===== src/pkg/sdram_cmd_pkg.sv =====
`default_nettype none
package sdram_cmd_pkg;

  // ------------------------------------------------------------
  // timing
  // ------------------------------------------------------------
  localparam int CLK_PERIOD_NS = 10;
  localparam int ROW_CYCLE_NS = 60;       // row cycle time
  localparam int PRECHARGE_NS = 20;       // row precharge time
  localparam int WRITE_REC_NS = 20;       // write recovery time
  localparam int RENEW_PERIOD_NS = 32000000;
  localparam int RENEW_ROWS = 2048;
  // least times round up, the renewal interval rounds down
  localparam int ROW_CYCLE_CYC = (ROW_CYCLE_NS + CLK_PERIOD_NS - 1) /
                                 CLK_PERIOD_NS;
  localparam int PRECHARGE_CYC = (PRECHARGE_NS + CLK_PERIOD_NS - 1) /
                                 CLK_PERIOD_NS;
  localparam int WRITE_REC_CYC = (WRITE_REC_NS + CLK_PERIOD_NS - 1) /
                                 CLK_PERIOD_NS;
  localparam int RENEW_TICK_CYC = RENEW_PERIOD_NS /
                                  (RENEW_ROWS * CLK_PERIOD_NS);

  // ------------------------------------------------------------
  // widths, field positions, reset values
  // ------------------------------------------------------------
  localparam int ADDR_W = 12;
  localparam int BANK_SELECT_BIT = 11;
  localparam int AUTOCLOSE_FLAG_BIT = 10;
  localparam int COL_W = 8;
  localparam int ROW_W = 11;
  localparam int MODE_W = 11;
  localparam int CNT_W = 16;
  localparam int EVT_DEPTH = 16;
  localparam logic [MODE_W-1:0] MODE_RESET = 11'h000;

  // ------------------------------------------------------------
  // types
  // ------------------------------------------------------------
  typedef enum logic [3:0] {
    CMD_UNSELECTED = 4'h0, CMD_IDLE = 4'h1, CMD_HALT = 4'h2,
    CMD_FETCH = 4'h3, CMD_STORE = 4'h4, CMD_ROW_OPEN = 4'h5,
    CMD_CLOSE = 4'h6, CMD_RENEW = 4'h7, CMD_MODE_LOAD = 4'h8
  } cmd_e;

  typedef enum logic [3:0] {
    ST_IDLE = 4'h0, ST_ROW_ACTIVE = 4'h1, ST_READ = 4'h2,
    ST_WRITE = 4'h3, ST_READ_AC = 4'h4, ST_WRITE_REC = 4'h5,
    ST_PRECHARGE = 4'h6, ST_REFRESH = 4'h7, ST_SELF_RENEW = 4'h8,
    ST_LOW_POWER = 4'h9
  } st_e;

  typedef struct packed {
    cmd_e kind;
    logic bank;
    logic [COL_W-1:0] col;
  } evt_s;

  // strobe decode, all strobes active low
  function automatic cmd_e decode(input logic cs_n, input logic ras_n,
                                  input logic cas_n, input logic we_n);
    if (cs_n)
      return CMD_UNSELECTED;
    unique case ({ras_n, cas_n, we_n})
      3'h7: return CMD_IDLE;
      3'h6: return CMD_HALT;
      3'h5: return CMD_FETCH;
      3'h4: return CMD_STORE;
      3'h3: return CMD_ROW_OPEN;
      3'h2: return CMD_CLOSE;
      3'h1: return CMD_RENEW;
      default: return CMD_MODE_LOAD;
    endcase
  endfunction

endpackage
`default_nettype wire


===== src/rtl/sdram_cmd_fsm.sv =====
// Behaviour
// - clock enable falling mid-burst enters suspend
// - suspend freezes state until clock enable rises
// - idle no-op stays, or powers down
// - read no-op lets burst finish, row active
// - read halt ends burst, row stays open
// - read during read restarts at new column
// - write during read starts write burst
// - close during read interrupts then precharges
// - write no-op finishes, then write recovery
// - write halt ends write, row active
// - read during write starts read burst
// - write during write restarts at column
// - close during write interrupts then precharges
// - read autoclose: only no-ops, then precharge
// - refresh with clock enable falling self-renews
// - self-renewal exits on rise with no-op
// - low power exits when clock enable rises
`timescale 1ns/1ps
`default_nettype none

// ------------------------------------------------------------
// event buffer
// ------------------------------------------------------------
module sdram_evt_fifo #(
  parameter int WIDTH = 13,
  parameter int DEPTH = 16
) (
  input wire logic clk,
  input wire logic rst_n,
  input wire logic in_valid,
  output logic in_ready,
  input wire logic [WIDTH-1:0] in_data,
  output logic out_valid,
  input wire logic out_ready,
  output logic [WIDTH-1:0] out_data
);
  localparam int PW = $clog2(DEPTH);
  localparam int CW = $clog2(DEPTH + 1);
  logic [WIDTH-1:0] mem [DEPTH];
  logic [PW-1:0] wr_ptr_r;
  logic [PW-1:0] rd_ptr_r;
  logic [CW-1:0] cnt_r;
  logic push;
  logic pop;

  // the output word sits in a register so the top drives from flops
  assign in_ready = (cnt_r != CW'(DEPTH));
  assign push = in_valid && in_ready;
  assign pop = (cnt_r != '0) && (!out_valid || out_ready);

  // storage array
  always_ff @(posedge clk) begin
    if (push)
      mem[wr_ptr_r] <= in_data;
  end

  // pointers and fill count
  always_ff @(posedge clk or negedge rst_n) begin
    if (!rst_n) begin
      wr_ptr_r <= '0;
      rd_ptr_r <= '0;
      cnt_r <= '0;
    end else begin
      if (push)
        wr_ptr_r <= PW'(wr_ptr_r + 1'b1);
      if (pop)
        rd_ptr_r <= PW'(rd_ptr_r + 1'b1);
      if (push && !pop)
        cnt_r <= CW'(cnt_r + 1'b1);
      else if (pop && !push)
        cnt_r <= CW'(cnt_r - 1'b1);
    end
  end

  // output stage
  always_ff @(posedge clk or negedge rst_n) begin
    if (!rst_n) begin
      out_valid <= 1'b0;
      out_data <= '0;
    end else if (pop) begin
      out_valid <= 1'b1;
      out_data <= mem[rd_ptr_r];
    end else if (out_ready) begin
      out_valid <= 1'b0;
    end
  end
endmodule // sdram_evt_fifo

// ------------------------------------------------------------
// command state machine
// ------------------------------------------------------------
module sdram_cmd_fsm
  import sdram_cmd_pkg::*;
(
  input wire logic CLK,
  input wire logic NRST,
  input wire logic CKE,
  input wire logic CS_N,
  input wire logic RAS_N,
  input wire logic CAS_N,
  input wire logic WE_N,
  input wire logic [ADDR_W-1:0] ADDR,
  input wire logic EVT_READY,
  output logic EVT_VALID,
  output evt_s EVT_DATA,
  output st_e STATE,
  output logic [1:0] OPEN_BANKS,
  output logic SUSPENDED,
  output logic ILLEGAL_CMD,
  output logic [COL_W-1:0] COLUMN,
  output logic BURST_BANK,
  output logic [MODE_W-1:0] MODE_WORD,
  output logic [ROW_W-1:0] RENEW_ROW,
  output logic HOLD
);
  logic rst_meta_r;
  logic rst_n;
  logic cke_prev_r;
  st_e st_r, st_nxt;
  logic [1:0] banks_r, banks_nxt;
  logic [CNT_W-1:0] cnt_r, cnt_nxt;
  logic [CNT_W-1:0] tick_r, tick_nxt;
  logic [COL_W-1:0] col_r, col_nxt;
  logic bank_r, bank_nxt;
  logic ap_r, ap_nxt;
  logic susp_r, susp_nxt;
  logic [MODE_W-1:0] mode_r, mode_nxt;
  logic [ROW_W-1:0] row_r, row_nxt;
  logic ill_nxt;
  logic evt_v;
  evt_s evt_d;
  logic fifo_ready;
  logic hold;
  cmd_e cmd;
  logic cke_fall, cke_rise, quiet, done, bsel, aflag;
  logic go_fetch, go_store, go_close;

  // burst length code to beats minus one
  function automatic logic [CNT_W-1:0] last_beat(input logic [2:0] code);
    unique case (code)
      3'h1: return 16'h0001;
      3'h2: return 16'h0003;
      3'h3: return 16'h0007;
      3'h7: return 16'h00ff;
      default: return 16'h0000;
    endcase
  endfunction

  // reset release through two flops
  always_ff @(posedge CLK or negedge NRST) begin
    if (!NRST) begin
      rst_meta_r <= 1'b0;
      rst_n <= 1'b0;
    end else begin
      rst_meta_r <= 1'b1;
      rst_n <= rst_meta_r;
    end
  end

  // command and clock enable edges
  assign cmd = decode(CS_N, RAS_N, CAS_N, WE_N);
  assign bsel = ADDR[BANK_SELECT_BIT];
  assign aflag = ADDR[AUTOCLOSE_FLAG_BIT];
  assign cke_fall = cke_prev_r && !CKE;
  assign cke_rise = !cke_prev_r && CKE;
  assign quiet = (cmd == CMD_UNSELECTED) || (cmd == CMD_IDLE);
  assign done = (cnt_r == '0);
  assign hold = !fifo_ready;

  // next state
  always_comb begin
    st_nxt = st_r;
    banks_nxt = banks_r;
    cnt_nxt = cnt_r;
    tick_nxt = tick_r;
    col_nxt = col_r;
    bank_nxt = bank_r;
    ap_nxt = ap_r;
    susp_nxt = susp_r;
    mode_nxt = mode_r;
    row_nxt = row_r;
    ill_nxt = 1'b0;
    evt_v = 1'b0;
    evt_d = '{kind: cmd, bank: bsel, col: ADDR[COL_W-1:0]};
    go_fetch = 1'b0;
    go_store = 1'b0;
    go_close = 1'b0;
    if (hold) begin
      st_nxt = st_r; // buffer full: everything waits
    end else if (susp_r) begin
      if (cke_rise)
        susp_nxt = 1'b0;
    end else if (st_r == ST_SELF_RENEW) begin
      if (cke_rise && quiet) begin
        st_nxt = ST_REFRESH;
        cnt_nxt = CNT_W'(ROW_CYCLE_CYC - 1);
      end else if (tick_r == '0) begin
        tick_nxt = CNT_W'(RENEW_TICK_CYC - 1);
        row_nxt = ROW_W'(row_r + 1'b1);
      end else begin
        tick_nxt = CNT_W'(tick_r - 1'b1);
      end
    end else if (st_r == ST_LOW_POWER) begin
      if (cke_rise)
        st_nxt = ST_IDLE;
    end else if (cke_fall && st_r != ST_IDLE) begin
      susp_nxt = 1'b1;
    end else if (cke_prev_r) begin
      evt_v = !quiet;
      if (!done)
        cnt_nxt = CNT_W'(cnt_r - 1'b1);
      unique case (st_r)
        ST_IDLE: begin
          unique case (cmd)
            CMD_UNSELECTED, CMD_IDLE, CMD_HALT:
              if (cke_fall) st_nxt = ST_LOW_POWER;
            CMD_ROW_OPEN: begin
              banks_nxt[bsel] = 1'b1;
              st_nxt = ST_ROW_ACTIVE;
            end
            CMD_RENEW: begin
              if (cke_fall) begin
                st_nxt = ST_SELF_RENEW;
                tick_nxt = CNT_W'(RENEW_TICK_CYC - 1);
              end else begin
                st_nxt = ST_REFRESH;
                cnt_nxt = CNT_W'(ROW_CYCLE_CYC - 1);
                row_nxt = ROW_W'(row_r + 1'b1);
              end
            end
            CMD_MODE_LOAD: mode_nxt = ADDR[MODE_W-1:0];
            CMD_CLOSE: ;
            default: ill_nxt = 1'b1;
          endcase
        end
        ST_ROW_ACTIVE: begin
          unique case (cmd)
            CMD_FETCH: go_fetch = 1'b1;
            CMD_STORE: go_store = 1'b1;
            CMD_CLOSE: go_close = 1'b1;
            CMD_UNSELECTED, CMD_IDLE, CMD_HALT: ;
            default: ill_nxt = 1'b1;
          endcase
        end
        ST_READ, ST_WRITE: begin
          unique case (cmd)
            CMD_UNSELECTED, CMD_IDLE: begin
              if (done && st_r == ST_READ)
                st_nxt = ST_ROW_ACTIVE;
              else if (done) begin
                st_nxt = ST_WRITE_REC;
                cnt_nxt = CNT_W'(WRITE_REC_CYC - 1);
              end
            end
            CMD_HALT: st_nxt = ST_ROW_ACTIVE;
            CMD_FETCH: go_fetch = 1'b1;
            CMD_STORE: go_store = 1'b1;
            CMD_CLOSE: go_close = 1'b1;
            default: ill_nxt = 1'b1;
          endcase
        end
        ST_READ_AC: begin
          if (!quiet)
            ill_nxt = 1'b1;
          else if (done) begin
            banks_nxt[bank_r] = 1'b0;
            st_nxt = ST_PRECHARGE;
            cnt_nxt = CNT_W'(PRECHARGE_CYC - 1);
          end
        end
        ST_WRITE_REC: begin
          unique case (cmd)
            CMD_FETCH: go_fetch = 1'b1;
            CMD_STORE: go_store = 1'b1;
            CMD_UNSELECTED, CMD_IDLE, CMD_HALT: begin
              if (done && ap_r) begin
                banks_nxt[bank_r] = 1'b0;
                st_nxt = ST_PRECHARGE;
                cnt_nxt = CNT_W'(PRECHARGE_CYC - 1);
              end else if (done) begin
                st_nxt = ST_ROW_ACTIVE;
              end
            end
            default: ill_nxt = 1'b1;
          endcase
        end
        ST_PRECHARGE, ST_REFRESH: begin
          if (!(quiet || cmd == CMD_HALT ||
                (cmd == CMD_CLOSE && st_r == ST_PRECHARGE)))
            ill_nxt = 1'b1;
          else if (done)
            st_nxt = (banks_r == 2'h0) ? ST_IDLE : ST_ROW_ACTIVE;
        end
        default: st_nxt = ST_IDLE;
      endcase
      if (ill_nxt)
        evt_v = 1'b0; // illegal commands leave no event
      // shared burst starts and closes
      if (go_fetch) begin
        st_nxt = aflag ? ST_READ_AC : ST_READ;
        cnt_nxt = last_beat(mode_r[2:0]);
        col_nxt = ADDR[COL_W-1:0];
        bank_nxt = bsel;
      end
      if (go_store) begin
        st_nxt = ST_WRITE;
        ap_nxt = aflag;
        cnt_nxt = last_beat(mode_r[2:0]);
        col_nxt = ADDR[COL_W-1:0];
        bank_nxt = bsel;
      end
      if (go_close) begin
        if (aflag)
          banks_nxt = 2'h0;
        else
          banks_nxt[bsel] = 1'b0;
        st_nxt = ST_PRECHARGE;
        cnt_nxt = CNT_W'(PRECHARGE_CYC - 1);
      end
    end
  end

  // clock enable history
  always_ff @(posedge CLK or negedge rst_n) begin
    if (!rst_n)
      cke_prev_r <= 1'b0;
    else if (!hold)
      cke_prev_r <= CKE;
  end

  // main state and bank bookkeeping
  always_ff @(posedge CLK or negedge rst_n) begin
    if (!rst_n) begin
      st_r <= ST_IDLE;
      banks_r <= 2'h0;
      cnt_r <= '0;
      tick_r <= '0;
      col_r <= '0;
      bank_r <= 1'b0;
      ap_r <= 1'b0;
      susp_r <= 1'b0;
      mode_r <= MODE_RESET;
      row_r <= '0;
    end else begin
      st_r <= st_nxt;
      banks_r <= banks_nxt;
      cnt_r <= cnt_nxt;
      tick_r <= tick_nxt;
      col_r <= col_nxt;
      bank_r <= bank_nxt;
      ap_r <= ap_nxt;
      susp_r <= susp_nxt;
      mode_r <= mode_nxt;
      row_r <= row_nxt;
    end
  end

  // registered status outputs
  always_ff @(posedge CLK or negedge rst_n) begin
    if (!rst_n) begin
      STATE <= ST_IDLE;
      OPEN_BANKS <= 2'h0;
      SUSPENDED <= 1'b0;
      ILLEGAL_CMD <= 1'b0;
      COLUMN <= '0;
      BURST_BANK <= 1'b0;
      MODE_WORD <= MODE_RESET;
      RENEW_ROW <= '0;
      HOLD <= 1'b0;
    end else begin
      STATE <= st_nxt;
      OPEN_BANKS <= banks_nxt;
      SUSPENDED <= susp_nxt;
      ILLEGAL_CMD <= ill_nxt;
      COLUMN <= col_nxt;
      BURST_BANK <= bank_nxt;
      MODE_WORD <= mode_nxt;
      RENEW_ROW <= row_nxt;
      HOLD <= hold;
    end
  end

  // accepted commands leave through the buffer
  sdram_evt_fifo #(
    .WIDTH($bits(evt_s)),
    .DEPTH(EVT_DEPTH)
  ) u_evt_fifo (
    .clk(CLK),
    .rst_n(rst_n),
    .in_valid(evt_v),
    .in_ready(fifo_ready),
    .in_data(evt_d),
    .out_valid(EVT_VALID),
    .out_ready(EVT_READY),
    .out_data(EVT_DATA)
  );
endmodule // sdram_cmd_fsm
`default_nettype wire


===== config.mk =====
export PLATFORM = sky130hd
export DESIGN_NAME = sdram_cmd_fsm
export DESIGN_NICKNAME = d
export VERILOG_FILES = /design/src/pkg/sdram_cmd_pkg.sv /design/src/rtl/sdram_cmd_fsm.sv
export SDC_FILE = /design/constraint.sdc
export NUM_CORES = 1
export LEC_CHECK = 0
export ABC_AREA = 0
export BUFFER_PORTS_ARGS = -buffer_cell sky130_fd_sc_hd__buf_2
export CELL_PAD_IN_SITES_DETAIL_PLACEMENT = 0
export CELL_PAD_IN_SITES_GLOBAL_PLACEMENT = 1
export CORE_ASPECT_RATIO = 0.6
export CORE_MARGIN = 5
export CORE_UTILIZATION = 35
export CTS_CLUSTER_DIAMETER = 100
export DETAILED_ROUTE_END_ITERATION = 6
export GPL_TIMING_DRIVEN = 0
export PLACE_DENSITY = 0.61
export SYNTH_ARGS = -nofsm -noshare
export SYNTH_HDL_FRONTEND = slang
export SYNTH_HIERARCHICAL = 1
export SYNTH_SLANG_ARGS = --single-unit
export TNS_END_PERCENT = 5

===== constraint.sdc =====
create_clock -name CLK -period 8.8 [get_ports CLK]
set_clock_uncertainty 0.05 [all_clocks]
set_input_delay 1.76 -clock CLK [delete_from_list [all_inputs] [get_ports CLK]]
set_output_delay 1.76 -clock CLK [all_outputs]
set_load 0.1 [all_outputs]

==> results of run 1 <==
[registers in the layout, indices dropped and copies added (netlist names), 2 cells and up]
signal / flops
tick_r: 16
cnt_r: 16
u_evt_fifo/out_data: 13
COLUMN: 8
OPEN_BANKS: 2
u_evt_fifo/cnt_r: 5
u_evt_fifo/wr_ptr_r: 4
MODE_WORD: 11
u_evt_fifo/mem: 208
u_evt_fifo/rd_ptr_r: 4
RENEW_ROW: 11
STATE: 4
[placed cells by master (no fill, tap or decap), types with 18 or more instances in the layout]
master / instances
a21oi_1: 40
buf_2: 89
clkbuf_1: 22
clkbuf_16: 31
dfrtp_1: 102
edfxtp_1: 208
inv_1: 18
mux2_2: 23
mux4_2: 40
nand2_1: 47
nor2_1: 73
nor2b_1: 19
o21ai_0: 40
[synth_stat cells (all sizes together), types with 16 or more instances]
cell type and n:
a211o 16, a21oi 40, a31oi 16, buf 32, clkbuf 20, dfrtp 103
edfxtp 208, inv 18, mux2 25, mux4 52, nand2 49, nor2 81
nor2b 20, nor3 22, o21ai 47, xnor2 16
[stage by stage]
stage	setup slack (ps)	std cells
after detailed placement	2270	1558
after global placement	1590	1547
after global routing	2780	1614
after CTS	2870	1614
final	3090	1614
after floorplan	3660	952
[path summary, 6_finish.rpt]
path / start / end / slack [ps] / cells after the start
max in group asynchronous: rst_n / u_evt_fifo/out_data[2] / 7640 / 1
setup / recovery: RAS_N / u_evt_fifo/mem[13][12] / 3090 / 9
min in group asynchronous: rst_n / ILLEGAL_CMD / 330 / 0
hold / removal: rst_meta_r / rst_n / 310 / 0
setup reg to reg: STATE[0] / u_evt_fifo/mem[13][12] / 4020 / 11
hold reg to reg: rst_meta_r / rst_n / 310 / 0
[cell families (layout without fill, tap and decap cells)]
kind of cell / count (synthesis) / in the layout / synth area share [%]
xor+xnor: 23 / 23 / 1.45
flops: 311 / 311 / 63.6
simple gates: 248 / 248 / 9.33
mux: 92 / 92 / 11.9
fa+ha+maj: 15 / 15 / 1.41
buf+inv: 70 / 210 / 2.70
compound gates: 192 / 192 / 9.60
other cells: 1 / 1 / 0.0270
[metal layers]
metal  GRT usage [%]  vias up  routed length, um
met5               0        -                  0
met4            2.98        0                538
met3            2.72       29               2210
met2            21.8      285              14100
met1            28.0     4463              19300
li1                -     3941                  -
[report_power, final]
group,internal [W],leakage (nW),switching (W)
clock network,0.000872,0.543,0.000553
logic,0.000730,2.33,0.00155
registers,0.00173,3.17,0.000149
total,0.00334,6.05,0.00226
[worst register-to-register path, delay by kind of cell (launching register included)]
family | cells | cell delay [ps]
flip-flops | 1 | 340
AO/OA/AOI/OAI | 4 | 1440
buffers and inverters | 1 | 460
AND/OR/NAND/NOR | 6 | 2060
[layout make-up]
type                            count  share of cell area, %
Timing Repair Buffer               84                   3.05
Sequential cell                   311                   54.6
Buffer                             52                   1.90
Tap cell                          522                   4.04
Multi-Input combinational cell    571                   29.2
Clock inverter                     18                   1.64
Inverter                           18                  0.418
Clock buffer                       38                   5.14
==> results.py, run 1 <==
metrics = {
    "outcome": {
        "status": "finished, final reports clean",
    },
    "final_layout": {
        "fin_util_pct": 41.4,
        "fin_area_um2": 16200,
        "n_antenna_cell": 0,
        "ff_latch_area_um2": 8830,
        "nets": 1103,
        "nFillCells": 3578,
        "drive_gt1_share_pct": 24.3,
        "area_growth_pct": 16.5,
        "multi_input_area_um2": 4730,
    },
    "timing": {
        "worst_pin_slew_ps": 1340,
        "max_freq_ghz": 0.175,
        "slew_headroom_pct": 10.3,
        "tns_ps": 0,
        "hold_ws_ps": 306,
        "min_period_over_period_pct": 64.9,
        "setup_viol": 0,
        "grt_setup_unrepaired": "false",
        "finalHoldViolCount": 0,
        "post-route-min-period_ps": 5710,
        "slew_viol_final": 0,
    },
    "logic_synthesis": {
        "synthTopCellsByArea": "edfxtp_1 (45%), dfrtp_1 (19%), mux4_2 (6.5%), mux4_1 (2.3%), nor2_1 (2.2%)",
        "synthesis.area_um2": 13900,
        "ys_ff_latch": 311,
        "ys.flop_type": "edfxtp_1",
        "synth_area_leader_cell": "edfxtp_1",
        "yosysTopAreaCellShare_pct": 45.0,
        "avgSynthCellArea_um2": 14.6,
        "syn-num-nets": 987,
        "synth_warnings": 6,
        "synthArstFlopShare_pct": 33.1,
        "yosysSeqAreaShare_pct": 63.6,
        "ys_types": 85,
        "synth_edf_count": 208,
        "synthCells": 952,
    },
    "worst_setup_path": {
        "crit_path_cell_trace": "buf_2 > buf_1 > or4bb_1 > a22oi_1 > nor2_1 > nor3_1 > a21boi_1 > nand2_1 > nor2_1",
        "crit_path_end_kind": "register",
        "slowest_delay_ps": 1080,
        "start_kind": "primary input",
        "cp_slowest_cell": "nor2_1",
        "cp_top_family": "simple AND/OR/NAND/NOR gates",
        "cp.required_ps": 8910,
        "crit_type": "in2reg",
        "critPathArrivalTime_ps": 5820,
        "cp_max_fo": 13,
        "path_buf_inv": 2,
        "cp_common_cell": "nor2_1",
    },
    "routing": {
        "avgRoutedWirePerCell_um": 22.4,
        "antenna_left": 0,
        "vias": 8718,
        "wirelength_um": 36100,
        "firstDrtPassIters": 7,
        "drcViolationCount": 0,
        "vias_per_cell": 5.40,
        "dr.first_iter.drc_count": 936,
    },
    "clocking": {
        "clock_latency_ps": 560,
        "clkTransAtPathRegs_ps": 60,
        "postCtsSetupBuffers": 0,
        "ctsHoldBuffers": 0,
        "cts_made_buffers": 30,
        "cts_resized": 0,
        "numClockSinks": 311,
        "cts_max_level": 1,
        "root_buffer": "clkbuf_16",
        "cts_tree": "built",
        "cts_max_path_buffers": 3,
    },
    "place": {
        "finalWeightedCongestion": 0.884,
        "placed_area_um2": 15100,
        "io_buffers": 73,
        "place_hpwl_um": 25300,
    },
    "floorplanning": {
        "die_area_um2": 43900,
        "die_w_um": 267,
        "start_util_pct": 35.5,
        "rows": 56,
        "die_y_um": 164,
        "io_pins": 74,
        "core_area_um2": 39100,
    },
    "global_route": {
        "grtUsageTotal_pct": 16.5,
        "grt_max_degree": 53,
        "antenna_found_initial": 1,
        "grt_pass1_vias": 8582,
        "grt_pass1_wl_um": 55000,
        "grt-ovfl-total": 0,
    },
    "min_path": {
        "hold_path_class": "reg2reg",
    },
    "pwr": {
        "power_w": 0.00559,
        "power_leakage_nw": 6.05,
        "ir_drop_uv": 305,
        "cellPowerDensity_nw_per_um2": 346,
    },
    "job": {
        "max_cap_violations": 0,
    },
}
(Power assumes the default switching activity.)
==> inputs of run 2 (changes only) <==
--- a/config.mk
+++ b/config.mk
@@ -5,7 +5,7 @@
 export SDC_FILE = /design/constraint.sdc
 export NUM_CORES = 1
 export LEC_CHECK = 0
-export ABC_AREA = 0
+export ABC_AREA = 1
 export BUFFER_PORTS_ARGS = -buffer_cell sky130_fd_sc_hd__buf_2
 export CELL_PAD_IN_SITES_DETAIL_PLACEMENT = 0
 export CELL_PAD_IN_SITES_GLOBAL_PLACEMENT = 1
@@ -15,7 +15,7 @@
 export CTS_CLUSTER_DIAMETER = 100
 export DETAILED_ROUTE_END_ITERATION = 6
 export GPL_TIMING_DRIVEN = 0
-export PLACE_DENSITY = 0.61
+export PLACE_DENSITY = 0.67
 export SYNTH_ARGS = -nofsm -noshare
 export SYNTH_HDL_FRONTEND = slang
 export SYNTH_HIERARCHICAL = 1
==> constraint.sdc (replaced) <==
create_clock -name CLK -period 4.6 [get_ports CLK]
set_clock_uncertainty 0.05 [all_clocks]
set_input_delay 0.92 -clock CLK [delete_from_list [all_inputs] [get_ports CLK]]
set_output_delay 0.92 -clock CLK [all_outputs]
set_load 0.1 [all_outputs]
==> run 2 against run 1 <==
Effect of this change:
- final cell count grew 50%
- final area grew 9.3%
- count of clock-buffer cells in the layout grew 10
- non-clock buffer count grew 9
- register-to-register slack lost 3000 ps
- sequential share of layout area shrank 4.7 points
- die area grew 9.6%
- routed wire length grew 24%
- area after synthesis grew 10%
- utilization shrank 0.49 points
- total power grew 120%
- clock power grew 80%
- critical path type unchanged
- largest power group unchanged
==> results.py, run 2 <==
metrics = {
    "outcome": {
        "status": "finished, final reports clean",
    },
    "clocking": {
        "root_buffer": "clkbuf_16",
        "cts_resized": 0,
        "ctsHoldBuffers": 0,
        "cts_made_buffers": 34,
        "postCtsSetupBuffers": 0,
        "cts_max_path_buffers": 3,
        "clock_latency_ps": 530,
        "clkTransAtPathRegs_ps": 60,
        "cts_max_level": 2,
        "numClockSinks": 311,
        "cts_tree": "built",
    },
    "worst_setup_path": {
        "cp_top_family": "simple AND/OR/NAND/NOR gates",
        "path_buf_inv": 5,
        "r2r_slack_ps": 980,
        "cp.required_ps": 5010,
        "cp_common_cell": "nand2_1",
        "timing.rr.end": "u_evt_fifo/cnt_r[4]",
        "critPathArrivalTime_ps": 4070,
        "crit_type": "in2reg",
        "start_kind": "primary input",
        "crit_path_start": "RAS_N",
        "crit_path_cell_trace": "buf_2 > inv_1 > nand2_2 > nor2_1 > inv_1 > o21ai_0 > o211ai_1 > nand2_1 > nand2_1 > nor3_1 > nand2_1 > inv_1 > ha_1 > inv_1 > fa_1 > a21oi_1 > nor2_1 > nor2_1 > xor2_1 > nand2_1 > nand2_1",
        "cp_max_fo": 5,
        "rr_startpoint": "STATE[2]",
        "crit_path_end_kind": "register",
        "critical_path.endpoint": "u_evt_fifo/cnt_r[4]",
        "cp_slowest_cell": "fa_1",
        "path_depth": 21,
        "slowest_delay_ps": 430,
        "r2r_cells": 20,
    },
    "place": {
        "pre_cts_slack_ps": 496,
        "place_inst": 2364,
        "io_buffers": 73,
        "finalWeightedCongestion": 0.914,
        "placed_area_um2": 16700,
        "place_hpwl_um": 33000,
    },
    "pwr": {
        "intPower_w": 0.00628,
        "power_frac_seq_pct": 30.8,
        "power_leakage_nw": 8.20,
        "share_comb_of_total_power_pct": 48.0,
        "cellPowerDensity_nw_per_um2": 688,
        "switching_share_pct": 48.4,
        "ir_drop_uv": 576,
        "p_sw_w": 0.00589,
        "power_frac_clock_pct": 21.2,
    },
    "logic_synthesis": {
        "synthArstFlopShare_pct": 33.1,
        "synth_warnings": 6,
        "synth_edf_count": 208,
        "syn-num-nets": 1729,
        "yosysMostFrequentCell": "nand2_1",
        "avgSynthCellArea_um2": 9.03,
        "synthesis.area_um2": 15300,
        "yosysSeqAreaShare_pct": 57.7,
        "synthTopCellsByArea": "edfxtp_1 (41%), dfrtp_1 (17%), nand2_1 (13%), inv_1 (6.5%), nand3_1 (6.4%)",
        "ys_ff_latch": 311,
        "ys_types": 48,
        "yosysTopAreaCellShare_pct": 40.9,
        "synthTopCellsByCount": "nand2_1 (512), inv_1 (264), edfxtp_1 (208)",
        "ys.flop_type": "edfxtp_1",
        "synthCells": 1694,
        "synth_area_leader_cell": "edfxtp_1",
    },
    "floorplanning": {
        "die_w_um": 280,
        "start_util_pct": 35.3,
        "core_area_um2": 43300,
        "die_y_um": 172,
        "die_area_um2": 48100,
        "rows": 59,
        "io_pins": 74,
    },
    "job": {
        "max_cap_violations": 0,
    },
    "final_layout": {
        "top_register": "u_evt_fifo/mem",
        "ff_latch_area_um2": 8830,
        "largest_register_ffs": 208,
        "layout_commonest_cell": "nand2_1",
        "nets": 1856,
        "multi_input_area_um2": 5160,
        "area_growth_pct": 15.7,
        "fin_area_um2": 17700,
        "fin_util_pct": 40.9,
        "final_cell_mix": "nand2_1 (512), inv_1 (264), edfxtp_1 (208)",
        "drive_gt1_share_pct": 14.1,
        "nFillCells": 4355,
        "fin_cells": 2423,
        "reg.largest.list": "u_evt_fifo/mem x208, cnt_r x16, tick_r x16",
    },
    "timing": {
        "worst_pin_slew_ps": 1180,
        "fin_ws_ps": 940,
        "setup_viol": 0,
        "post-route-min-period_ps": 3660,
        "finalHoldViolCount": 0,
        "slew_viol_final": 0,
        "slew_headroom_pct": 20.9,
        "min_period_over_period_pct": 79.6,
        "max_freq_ghz": 0.273,
        "grt_setup_unrepaired": "false",
    },
    "global_route": {
        "grtUsageTotal_pct": 18.6,
        "grt_max_degree": 66,
        "grt_pass1_vias": 10900,
        "antenna_found_initial": 5,
        "grt-ovfl-total": 0,
        "grt_pass1_wl_um": 68000,
    },
    "routing": {
        "wirelength_um": 44900,
        "firstDrtPassIters": 5,
        "vias": 11700,
        "avgRoutedWirePerCell_um": 18.5,
        "dr.first_iter.drc_count": 1133,
        "vias_per_cell": 4.83,
        "antenna_left": 0,
        "drcViolationCount": 0,
    },
    "min_path": {
        "hold_path_class": "in2async",
    },
}
[run 2: cell count changes in the layout (fill, tap and decap cells not counted), moves of 18 or more]
cell / delta
mux4_2: -40
xor2_1: +18
a21oi_1: -28
nor2b_1: -19
inv_1: +246
nand3_1: +180
nand2_1: +465
[run 2: routing by layer]
metal / GRT usage [%] / up-vias / share of wire, %
met5: 0 / - / 0.12
met2: 24.7 / 363 / 38
met1: 31.4 / 5570 / 53
met4: 2.93 / 8 / 1.3
li1: - / 5708 / -
met3: 3.50 / 56 / 8.5
[run 2: per-stage QoR]
| step | setup TNS, ps | power (W) | hold WS [ps] |
|---|---|---|---|
| after floorplan | 0 | 0.00801 | 281 |
| after global placement | -62370 | 0.00952 | 284 |
| after detailed placement | 0 | 0.00959 | 287 |
| after CTS | 0 | 0.0122 | 96.3 |
| after global routing | 0 | 0.0129 | 100 |
| final | 0 | 0.0122 | 122 |
[run 2: worst register-to-register path: cells and delay by family, from the launching register on]
kind                       cells  cell delay, ps
AOI/OAI and AO/OA              1             180
xor gates and xnor gates       1             160
adders and majority gates      2             660
buffers and inverters          4             500
DFF                            1             420
and+or+nand+nor               12            1610
[run 2: cell type report]
class / instances / area share, %
Buffer: 54 / 1.87
Sequential cell: 311 / 49.9
Antenna cell: 1 / 0.0141
Timing Repair Buffer: 91 / 3.30
Clock buffer: 48 / 5.23
Multi-Input combinational cell: 1049 / 29.2
Inverter: 280 / 5.96
Tap cell: 579 / 4.10
Clock inverter: 10 / 0.446
[run 2: worst min path at each step]
stage	from	endpoint	slack, ps	depth (start not counted)
CTS	NRST	rst_n	100	1
global route	NRST	rst_n	100	1
detailed placement	rst_meta_r	rst_n	290	0
finish	NRST	rst_n	120	1
global placement	rst_meta_r	rst_n	280	0
floorplan	rst_meta_r	rst_n	280	0
[run 2: power by group through the flow]
| stage | combinational [W] | clock, W | sequential (W) |
|---|---|---|---|
| 2_1_floorplan | 0.00294 | 0 | 0.00507 |
| 6_report | 0.00584 | 0.00258 | 0.00375 |
| 3_3_place_gp | 0.00571 | 0 | 0.00381 |
| 3_5_place_dp | 0.00579 | 0 | 0.00380 |
| 5_1_grt | 0.00635 | 0.00276 | 0.00381 |
| 4_1_cts | 0.00581 | 0.00265 | 0.00375 |
[run 2: logic make-up (layout without fill, tap and decap cells)]
family          Yosys count  count (layout)  synth area share, %
other cells               1               2               0.0245
mux                       7               7                0.516
xor+xnor                 31              31                 1.78
fa+ha+maj                15              15                 1.28
flops                   311             311                 57.7
buf+inv                 334             483                 9.05
simple gates            889             889                 25.5
compound gates          106             106                 4.12
